<file path="src/verilog/i2c_raw_status_consts.vh">
// Constants for the I2C raw interrupt status block
//
// Contract
// - Receive-nearly-full bit 5 sets while receive count reaches programmed threshold.
// - Receive-nearly-full bit clears itself once count falls below threshold.
// - Receive-full bit 6 sets when the receive FIFO becomes full.
// - Receive-full bit clears itself when data are read from receive FIFO.
// - Slave-read-request bit 16 sets when a master addresses us for reading.
// - On slave-read-request assertion the transmit FIFO is flushed completely.
// - Slave-read-request bit clears itself when software writes the transmit FIFO.
// - Transmit FIFO running empty during a slave read sets slave-read-empty.
// - Writing one to clear register bit 16 also clears slave-read-request.
// - Slave-read-empty bit 17 follows read-in-progress and empty; clears on write/end.
`ifndef I2C_RAW_STATUS_CONSTS_VH
`define I2C_RAW_STATUS_CONSTS_VH

// ----------------------------------------
// Register byte offsets
// ----------------------------------------
`define OFS_RAW_STATUS     8'h00
`define OFS_CLEAR          8'h04
`define OFS_RX_THRESHOLD   8'h08
`define OFS_IRQ_STATUS     8'h0c
`define OFS_IRQ_MASK       8'h10

// ----------------------------------------
// Field positions
// ----------------------------------------
`define BIT_RX_NEARLY_FULL 5
`define BIT_RX_FULL        6
`define BIT_SLV_READ_REQ   16
`define BIT_SLV_READ_EMPTY 17

// ----------------------------------------
// Reset values
// ----------------------------------------
`define RST_RX_THRESHOLD   8'h01
`define RST_IRQ_MASK       32'h00000000
`define RST_FLAG           1'b0

// ----------------------------------------
// Bus response codes
// ----------------------------------------
`define RESP_OKAY          2'b00
`define RESP_SLVERR        2'b10

`endif

</file>
<file path="src/verilog/i2c_raw_status.v">
// Raw interrupt status for receive FIFO and slave read request, AXI4-Lite slave
`timescale 1ns/1ps
`default_nettype none
`include "i2c_raw_status_consts.vh"

module i2c_raw_status
#(
	parameter CNT_W   = 4,
	parameter RX_DEPTH = 8
)
(
	input  wire             ref_clk,
	input  wire             rst,
	// AXI4-Lite write address
	input  wire [7:0]       s_axi_awaddr,
	input  wire             s_axi_awvalid,
	output reg              s_axi_awready,
	// AXI4-Lite write data
	input  wire [31:0]      s_axi_wdata,
	input  wire [3:0]       s_axi_wstrb,
	input  wire             s_axi_wvalid,
	output reg              s_axi_wready,
	// AXI4-Lite write response
	output reg  [1:0]       s_axi_bresp,
	output reg              s_axi_bvalid,
	input  wire             s_axi_bready,
	// AXI4-Lite read address
	input  wire [7:0]       s_axi_araddr,
	input  wire             s_axi_arvalid,
	output reg              s_axi_arready,
	// AXI4-Lite read data
	output reg  [31:0]      s_axi_rdata,
	output reg  [1:0]       s_axi_rresp,
	output reg              s_axi_rvalid,
	input  wire             s_axi_rready,
	// Receive FIFO side
	input  wire [CNT_W:0]   rx_count,
	input  wire             rx_fifo_read,
	// Transmit FIFO side
	input  wire             tx_fifo_write,
	input  wire             tx_empty,
	output reg              tx_flush,
	// Protocol engine side
	input  wire             slave_read_addressed,
	input  wire             slave_read_active,
	// Interrupt
	output wire             irq
);

	// ----------------------------------------
	// Declarations
	// ----------------------------------------
	reg  [7:0]       aw_addr;
	reg              aw_held;
	reg  [31:0]      w_data;
	reg  [3:0]       w_strb;
	reg              w_held;
	reg  [7:0]       rx_threshold_register;
	reg  [31:0]      irq_mask;
	reg              rx_nearly_full_flag;
	reg              slave_read_empty_flag;
	reg              next_read_empty;
	reg  [31:0]      rd_value;
	reg              rd_ok;
	reg              wr_ok;
	reg  [31:0]      prev_raw;
	wire             rx_full_flag;
	wire             slave_read_request_flag;
	wire             do_write;
	wire             clear_reg_write;
	wire             irq_clear_write;
	wire [31:0]      raw_interrupt_status;
	wire [31:0]      irq_events;
	wire [31:0]      irq_clear;
	wire [31:0]      irq_status;
	wire             rx_is_full;
	wire             request_clear;

	assign do_write  = aw_held & w_held & ~s_axi_bvalid;
	assign clear_reg_write = do_write & (aw_addr == `OFS_CLEAR);
	assign irq_clear_write = do_write & (aw_addr == `OFS_IRQ_STATUS);

	// ----------------------------------------
	// Receive FIFO flags
	// ----------------------------------------
	assign rx_is_full = (rx_count >= RX_DEPTH[CNT_W:0]);

	always @(posedge ref_clk or posedge rst)
	begin
		if (rst)
			rx_nearly_full_flag <= `RST_FLAG;
		else
			rx_nearly_full_flag <= ({{(8-CNT_W-1){1'b0}}, rx_count} >= rx_threshold_register);
	end

	flag_cell u_rx_full
	(
		.ref_clk (ref_clk),
		.rst     (rst),
		.set     (rx_is_full & ~rx_fifo_read),
		.clr     (rx_fifo_read),
		.q       (rx_full_flag)
	);

	// ----------------------------------------
	// Slave read request
	// ----------------------------------------
	// software clears
	assign request_clear = tx_fifo_write | (clear_reg_write & w_data[`BIT_SLV_READ_REQ]);

	flag_cell u_slv_req
	(
		.ref_clk (ref_clk),
		.rst     (rst),
		.set     (slave_read_addressed),
		.clr     (request_clear),
		.q       (slave_read_request_flag)
	);

	always @(posedge ref_clk or posedge rst)
	begin
		if (rst)
			tx_flush <= 1'b0;
		else
			tx_flush <= slave_read_addressed;
	end

	// the CPU refills after the flush; a fill in the flush cycle is lost
	always @*
	begin
		next_read_empty = slave_read_active & tx_empty & ~tx_fifo_write;
	end

	always @(posedge ref_clk or posedge rst)
	begin
		if (rst)
			slave_read_empty_flag <= `RST_FLAG;
		else
			slave_read_empty_flag <= next_read_empty;
	end

	// ----------------------------------------
	// Raw status word
	// ----------------------------------------
	// reserved bits zero
	assign raw_interrupt_status = {14'h0000,
				       slave_read_empty_flag,
				       slave_read_request_flag,
				       9'h000,
				       rx_full_flag,
				       rx_nearly_full_flag,
				       5'h00};

	// ----------------------------------------
	// Interrupt status and mask
	// ----------------------------------------
	always @(posedge ref_clk or posedge rst)
	begin
		if (rst)
			prev_raw <= 32'h00000000;
		else
			prev_raw <= raw_interrupt_status;
	end

	// Rising edges only, so a standing level does not refire after a clear
	assign irq_events = raw_interrupt_status & ~prev_raw;
	assign irq_clear  = irq_clear_write ? w_data : 32'h00000000;

	sticky_irq #(.W(32)) u_irq
	(
		.ref_clk  (ref_clk),
		.rst      (rst),
		.event_in (irq_events),
		.clear_in (irq_clear),
		.mask     (irq_mask),
		.status   (irq_status),
		.irq      (irq)
	);

	// ----------------------------------------
	// Write channel
	// ----------------------------------------
	always @*
	begin
		case (aw_addr)
			`OFS_RAW_STATUS:   wr_ok = 1'b1;
			`OFS_CLEAR:        wr_ok = 1'b1;
			`OFS_RX_THRESHOLD: wr_ok = 1'b1;
			`OFS_IRQ_STATUS:   wr_ok = 1'b1;
			`OFS_IRQ_MASK:     wr_ok = 1'b1;
			default:           wr_ok = 1'b0;
		endcase
	end

	always @(posedge ref_clk or posedge rst)
	begin
		if (rst)
		begin
			s_axi_awready <= 1'b1;
			s_axi_wready  <= 1'b1;
			s_axi_bvalid  <= 1'b0;
			s_axi_bresp   <= `RESP_OKAY;
			aw_addr       <= 8'h00;
			aw_held       <= 1'b0;
			w_data        <= 32'h00000000;
			w_strb        <= 4'h0;
			w_held        <= 1'b0;
		end
		else
		begin
			if (s_axi_awvalid && s_axi_awready)
			begin
				aw_addr       <= s_axi_awaddr;
				aw_held       <= 1'b1;
				s_axi_awready <= 1'b0;
			end
			if (s_axi_wvalid && s_axi_wready)
			begin
				w_data       <= s_axi_wdata;
				w_strb       <= s_axi_wstrb;
				w_held       <= 1'b1;
				s_axi_wready <= 1'b0;
			end
			if (do_write)
			begin
				s_axi_bvalid <= 1'b1;
				s_axi_bresp  <= wr_ok ? `RESP_OKAY : `RESP_SLVERR;
				aw_held      <= 1'b0;
				w_held       <= 1'b0;
			end
			if (s_axi_bvalid && s_axi_bready)
			begin
				s_axi_bvalid  <= 1'b0;
				s_axi_awready <= 1'b1;
				s_axi_wready  <= 1'b1;
			end
		end
	end

	// Writable registers; raw status ignores writes
	always @(posedge ref_clk or posedge rst)
	begin
		if (rst)
		begin
			rx_threshold_register <= `RST_RX_THRESHOLD;
			irq_mask              <= `RST_IRQ_MASK;
		end
		else if (do_write)
		begin
			if (aw_addr == `OFS_RX_THRESHOLD && w_strb[0])
				rx_threshold_register <= w_data[7:0];
			if (aw_addr == `OFS_IRQ_MASK)
			begin
				if (w_strb[0])
					irq_mask[7:0] <= w_data[7:0];
				if (w_strb[1])
					irq_mask[15:8] <= w_data[15:8];
				if (w_strb[2])
					irq_mask[23:16] <= w_data[23:16];
				if (w_strb[3])
					irq_mask[31:24] <= w_data[31:24];
			end
		end
	end

	// ----------------------------------------
	// Read channel
	// ----------------------------------------
	always @*
	begin
		rd_ok    = 1'b1;
		rd_value = 32'h00000000;
		case (s_axi_araddr)
			`OFS_RAW_STATUS:   rd_value = raw_interrupt_status;
			`OFS_CLEAR:        rd_value = 32'h00000000;
			`OFS_RX_THRESHOLD: rd_value = {24'h000000, rx_threshold_register};
			`OFS_IRQ_STATUS:   rd_value = irq_status;
			`OFS_IRQ_MASK:     rd_value = irq_mask;
			default:           rd_ok = 1'b0;
		endcase
	end

	always @(posedge ref_clk or posedge rst)
	begin
		if (rst)
		begin
			s_axi_arready <= 1'b1;
			s_axi_rvalid  <= 1'b0;
			s_axi_rdata   <= 32'h00000000;
			s_axi_rresp   <= `RESP_OKAY;
		end
		else
		begin
			if (s_axi_arvalid && s_axi_arready)
			begin
				s_axi_arready <= 1'b0;
				s_axi_rvalid  <= 1'b1;
				s_axi_rdata   <= rd_value;
				s_axi_rresp   <= rd_ok ? `RESP_OKAY : `RESP_SLVERR;
			end
			else if (s_axi_rvalid && s_axi_rready)
			begin
				s_axi_rvalid  <= 1'b0;
				s_axi_arready <= 1'b1;
			end
		end
	end

endmodule // i2c_raw_status

`default_nettype wire

</file>
<file path="src/verilog/flag_cell.v">
// Self-clearing status flag with set priority
`timescale 1ns/1ps
`default_nettype none

module flag_cell
(
	input  wire ref_clk,
	input  wire rst,
	input  wire set,
	input  wire clr,
	output reg  q
);

	// Set wins so an event meeting a clear is never lost
	always @(posedge ref_clk or posedge rst)
	begin
		if (rst)
			q <= 1'b0;
		else if (set)
			q <= 1'b1;
		else if (clr)
			q <= 1'b0;
	end

endmodule // flag_cell

`default_nettype wire

</file>
<file path="src/verilog/sticky_irq.v">
// Sticky interrupt status with write-one-to-clear and masked output
`timescale 1ns/1ps
`default_nettype none

module sticky_irq
#(
	parameter W = 32
)
(
	input  wire         ref_clk,
	input  wire         rst,
	input  wire [W-1:0] event_in,
	input  wire [W-1:0] clear_in,
	input  wire [W-1:0] mask,
	output reg  [W-1:0] status,
	output reg          irq
);

	wire [W-1:0] next_status;

	// New events override a simultaneous clear
	assign next_status = (status & ~clear_in) | event_in;

	always @(posedge ref_clk or posedge rst)
	begin
		if (rst)
		begin
			status <= {W{1'b0}};
			irq    <= 1'b0;
		end
		else
		begin
			status <= next_status;
			irq    <= |(next_status & mask);
		end
	end

endmodule // sticky_irq

`default_nettype wire

</file>
<file path="config.mk">
export PLATFORM = sky130hd
export DESIGN_NAME = i2c_raw_status
export DESIGN_NICKNAME = d
export VERILOG_FILES = /design/src/verilog/i2c_raw_status.v /design/src/verilog/flag_cell.v /design/src/verilog/sticky_irq.v
export VERILOG_INCLUDE_DIRS = /design/src /design/src/verilog
export SDC_FILE = /design/constraint.sdc
export NUM_CORES = 1
export LEC_CHECK = 0
export BUFFER_PORTS_ARGS = -buffer_cell sky130_fd_sc_hd__buf_2
export CAP_MARGIN = 20
export CELL_PAD_IN_SITES_DETAIL_PLACEMENT = 2
export CELL_PAD_IN_SITES_GLOBAL_PLACEMENT = 2
export CORE_MARGIN = 2
export CORE_UTILIZATION = 25
export DETAILED_ROUTE_END_ITERATION = 10
export GPL_TIMING_DRIVEN = 0
export HOLD_SLACK_MARGIN = 0.15
export PLACE_DENSITY_LB_ADDON = 0.1
export SLEW_MARGIN = 20
export SYNTH_ARGS = -nofsm -noshare
export SYNTH_HDL_FRONTEND = slang
export SYNTH_SLANG_ARGS = --single-unit
</file>
<file path="constraint.sdc">
create_clock -name ref_clk -period 6.15 [get_ports ref_clk]
set_input_delay 0.3075 -clock ref_clk [delete_from_list [all_inputs] [get_ports ref_clk]]
set_output_delay 0.3075 -clock ref_clk [all_outputs]
set_load 0.005 [all_outputs]
</file>
[After elaboration in Yosys (flattened, before gate mapping)]
Index checks and enable logic that the tools add are counted.
Word-level totals
  flip-flop bits (word level): 169
  input port bits: 69
Operators by class
  magnitude comparators: 2
  equal/unequal tests: 8
  muxes and demuxes: 24
  bitwise logic cells: 18
  reductions and logical operators: 24
Operators with widths (number)
  32-bit case mux with 4 select lines: 1
  32-bit AND: 2
  18-bit by 32-bit AND with 32-bit output: 1
  8-bit by 4-bit == test with 1-bit output, second input constant: 4
  32-bit 2-to-1 mux: 1
  18-bit inverter with 32-bit output: 1
  32-bit inverter: 1
  32-bit bitwise OR: 1
  32-bit OR reduction: 1
  1-bit 2-to-1 mux: 20
  8-bit by 3-bit == test with 1-bit output, second input constant: 2
  8-bit by 5-bit == test with 1-bit output, second input constant: 2
  8-bit logical NOT: 2
  2-bit nonzero test: 8
  3-bit AND reduction: 4
  5-bit OR reduction: 2
  1-bit AND: 8
  5-bit by 8-bit greater-or-equal comparator with 1-bit output: 1
  1-bit logical AND: 6
  5-bit by 4-bit greater-or-equal comparator with 1-bit output, second input constant: 1
  2-bit 2-to-1 mux: 2
  1-bit inverter: 3
  2-bit AND reduction: 1
  1-bit bitwise OR: 1

[Logic depth before layout (Yosys ltp)]
  word-level depth: 9
  depth in mapped cells: 8

[Cells and area by module]
From an unflattened synthesis, not the netlist that was laid out.
Second synthesis, totals
  cell total of the unflattened synthesis: 608
  area, all modules: 7245.7 µm²
By module, submodules not included
  i2c_raw_status: times used 1, cells an instance 467, area each 5736.8 µm²
  sticky_irq: times used 1, cells an instance 133, area each 1428.9 µm²
  flag_cell: times used 2, cells an instance 4, area each 40.0 µm²

[Worst setup path before layout]
OpenSTA, ideal clock, no wires.
  path kind: register to register
  start point: reg aw_addr[1]
  end point: reg u_irq.irq
  setup time: 0.132 ns
  arrival time: 1.832 ns
  data required time: 6.018 ns
  slack: 4.185 ns
  cell stages (with the launch flop): 8
  buffers on the path: 1
  period minus slack after synthesis: 1.965 ns
  cells stage by stage: dfrtp_1 nor4_4 and2_4 buf_6 a31oi_1 a2111oi_4 and4_1 nand4_1
Between the ends
  word-level cells in the longest chain between the ends: 8
Ends and longest elaborated chain
  from (decl): RTL line i2c_raw_status.v:53  | reg [7:0] aw_addr;
  from (signal assigned): RTL line i2c_raw_status.v:213  | aw_addr <= s_axi_awaddr;
  8-bit by 4-bit == test with 1-bit output
  1-bit AND: RTL line i2c_raw_status.v:81  | assign irq_clear_write = do_write & (aw_addr == `OFS_IRQ_STATUS);
  32-bit 2-to-1 mux: RTL line i2c_raw_status.v:167  | assign irq_clear = irq_clear_write ? w_data : 32'h00000000;
  32-bit inverter: RTL line sticky_irq.v:22  | assign next_status = (status & ~clear_in) | event_in;
  32-bit AND: RTL line sticky_irq.v:22
  32-bit bitwise OR: RTL line sticky_irq.v:22
  32-bit AND: RTL line sticky_irq.v:34  | irq <= |(next_status & mask);
  32-bit OR reduction: RTL line sticky_irq.v:34
  to (signal assigned): RTL line sticky_irq.v:34
  to (decl): RTL line sticky_irq.v:16  | output reg irq
Every way passes these cells.
A chain may end at the register's enable or synchronous reset.

[Worst setup path in the final report]
Same ends and word-level chain as after synthesis.

==> results.py <==
metrics = {
    "global_route": {
        "grt_usage": 0.160,
        "antenna_found_initial": 0,
        "grt_pass1_vias": 5854,
        "grt_max_degree": 102,
        "grt-ovfl-total": 0,
        "grt_pass1_wl_um": 34600,
    },
    "routing": {
        "drt_iter0_drc": 165,
        "drt_wl_total_um": 21900,
        "viasPerCell": 4.51,
        "drc_errors": 0,
        "drt_first_pass_iters": 4,
        "wl_per_cell_um": 19.4,
        "num_vias": 5112,
        "ant_nets": 0,
    },
    "timing": {
        "fin_setup_tns_ns": 0,
        "period_share": 0.448,
        "hold_violations": 0,
        "tightest_slew_ns": 0.969,
        "final.min_clock_period_ns": 2.76,
        "rsz0062_at_grt": "false",
        "maxSlewViolCount": 0,
        "slew_headroom": 0.354,
        "skew_ns": 0.0137,
        "max_freq_ghz": 0.363,
        "fin_hold_ws_ns": 0.180,
        "setup_viol": 0,
    },
    "yosys": {
        "synth_enable_flop_cells": 0,
        "avgSynthCellArea_um2": 12.5,
        "synth_area_um2": 6950,
        "synth.ff_latch_count": 167,
        "synth_warnings": 0,
        "synthFlopType": "dfrtp_1",
        "ys_types": 46,
        "syn_inst": 557,
        "yosysSeqAreaShare": 0.602,
        "async_flop_share": 1.00,
    },
    "critical_path": {
        "worstPathArrival_ns": 3.04,
        "end_kind": "flop",
        "critPathLaunchType": "flop",
        "crit_fanout": 10,
        "worstPathRequired_ns": 6.44,
        "path_class": "reg2reg",
    },
    "clock_tree": {
        "tritoncts": "yes",
        "numClockSinks": 167,
        "numCtsBuffers": 17,
        "clk_pin_slew_ns": 0.07,
        "clock_latency_ns": 0.43,
        "cts.htree.levels": 4,
        "cts_max_path_buffers": 2,
        "root_buffer": "clkbuf_16",
        "postCtsSetupRepairBufs": 0,
    },
    "die": {
        "io_pins": 112,
        "initial_utilization": 0.252,
        "dieWidth_um": 171,
        "die_h_um": 171,
        "coreArea_um2": 27600,
        "dieArea_um2": 29100,
        "rows": 61,
    },
    "placed_design": {
        "dp.cells": 1044,
        "placed_area_um2": 7990,
        "io_buffers": 107,
        "dp_hpwl_um": 15400,
        "place_congestion": 0.718,
    },
    "outcome": {
        "status": "completed",
    },
    "cells_and_area": {
        "final_cells": 1133,
        "fin_nets": 816,
        "num_antenna_cells": 0,
        "syn2layout_area_growth_pct": 32.1,
        "postLayoutCellArea_um2": 9180,
        "num-fill-cells": 2941,
        "drive_above_1_share": 0.326,
    },
    "min_path": {
        "min_path_type": "in2reg",
    },
    "power_and_ir_drop": {
        "irDropWorstVdd_v": 0.000182,
        "cellPowerDensity_nw_per_um2": 341,
        "p_leak_nw": 4.23,
        "power.total_mw": 3.13,
    },
    "flow_run": {
        "max-cap-violations": 0,
    },
}
-- stage by stage --
stage	setup slack, ns	util
finish	3.39	0.333
global route	3.20	0.333
CTS	3.27	0.333
detailed placement	3.30	0.290
global placement	-0.856	0.289
floorplan	1.33	-
-- placed cells by master (no fill, tap or decap), types with 3 or more instances in the layout --
master	n
mux2_2	79
bufinv_16	3
buf_4	3
clkbuf_16	17
clkbuf_1	16
clkinvlp_4	4
a31oi_1	9
mux2i_1	12
a22o_1	4
a21boi_0	18
nand2_1	63
nand4_2	4
clkinv_2	3
dlygate4sd3_1	57
buf_2	112
inv_6	3
dfrtp_1	163
a21oi_1	18
nand4_1	3
nor3_1	3
and3_1	3
ha_1	5
nor2_1	20
a21boi_1	5
inv_1	16
a21o_1	4
o21ai_0	40
a22oi_1	28
dfstp_2	4
-- cells in the mapped netlist (all sizes together) (3+ instances only) --
cell | n | area share
dfrtp | 163 | 0.59
mux2 | 80 | 0.13
nand2 | 63 | 0.034
o21ai | 40 | 0.029
a22oi | 28 | 0.030
a21boi | 24 | 0.028
nor2 | 20 | 0.011
a21oi | 18 | 0.013
inv | 17 | 0.0092
clkbuf | 16 | 0.0086
mux2i | 12 | 0.017
buf | 10 | 0.010
a31oi | 9 | 0.0081
nand4 | 7 | 0.0099
ha | 5 | 0.0090
a21o | 4 | 0.0043
a22o | 4 | 0.0050
and3 | 4 | 0.0043
dfstp | 4 | 0.015
nor4 | 4 | 0.0067
a2111oi | 3 | 0.0065
and2 | 3 | 0.0031
nor3 | 3 | 0.0022
-- state kept, by name, indices dropped and copies added, names as in the netlist, 4 cells and up --
name                   count
irq_mask                  32
s_axi_rdata               32
u_irq.status              32
w_data                    32
aw_addr                    8
rx_threshold_register      8
prev_raw                   4
w_strb                     4
-- final timing paths --
| check | startpoint | to | slack [ns] | depth (start not counted) |
|---|---|---|---|---|
| max in group asynchronous | rst | irq_mask[23]$_DFFE_PP0P_ | 4.77 | 4 |
| min in group asynchronous | rst | w_data[6]$_DFFE_PP0P_ | 0.46 | 3 |
| hold reg to reg | rx_nearly_full_flag$_DFF_PP0_ | prev_raw[5]$_DFF_PP0_ | 0.43 | 0 |
| setup reg to reg | aw_addr[1]$_DFFE_PP0P_ | u_irq.irq$_DFF_PP0_ | 3.39 | 7 |
| hold / removal | s_axi_wdata[14] | w_data[14]$_DFFE_PP0P_ | 0.18 | 2 |
| setup / recovery | aw_addr[1]$_DFFE_PP0P_ | u_irq.irq$_DFF_PP0_ | 3.39 | 7 |
-- power by group --
group	leakage, nW	switching [mW]	internal [mW]
logic	1.77	0.215	0.258
registers	2.17	0.204	1.31
clock network	0.291	0.482	0.655
total	4.23	0.901	2.22
-- layer usage --
layer,global-route usage,share of wire
met1,0.212,0.46
met2,0.269,0.50
met3,0.0285,0.030
met4,0.0424,0.011
met5,0,0
-- what timing repair did --
action,in CTS,in global routing
resized for setup,0,0
hold endpoints to repair,117,1
hold buffers,56,1
-- cells by family (layout without fill, tap and decap cells) --
family,Yosys count,count (layout),synth area share
AOI/OAI and AO/OA,138,138,0.134
adders and majority gates,5,5,0.00901
buffers and inverters,43,240,0.0279
DFF,167,167,0.602
muxes,92,92,0.147
other,1,2,0.000540
and+or+nand+nor,111,111,0.0793
-- area by class of cell --
type	count	area (um^2)	share of cell area
Buffer	26	130	0.0142
Clock buffer	18	439	0.0479
Clock inverter	14	173	0.0188
Inverter	17	71.3	0.00777
Multi-Input combinational cell	348	2570	0.280
Sequential cell	167	4180	0.456
Tap cell	378	473	0.0515
Timing Repair Buffer	165	1130	0.124
-- critical path: stages, from the launching register on --
cell     delay, ns
dfrtp_1       0.41
nor4_4        0.59
and3_4        0.36
buf_2         0.30
a21oi_1       0.13
nor4_1        0.32
and4_1        0.34
nand4_1       0.14
Note: power is estimated with default switching activity, not from simulation.
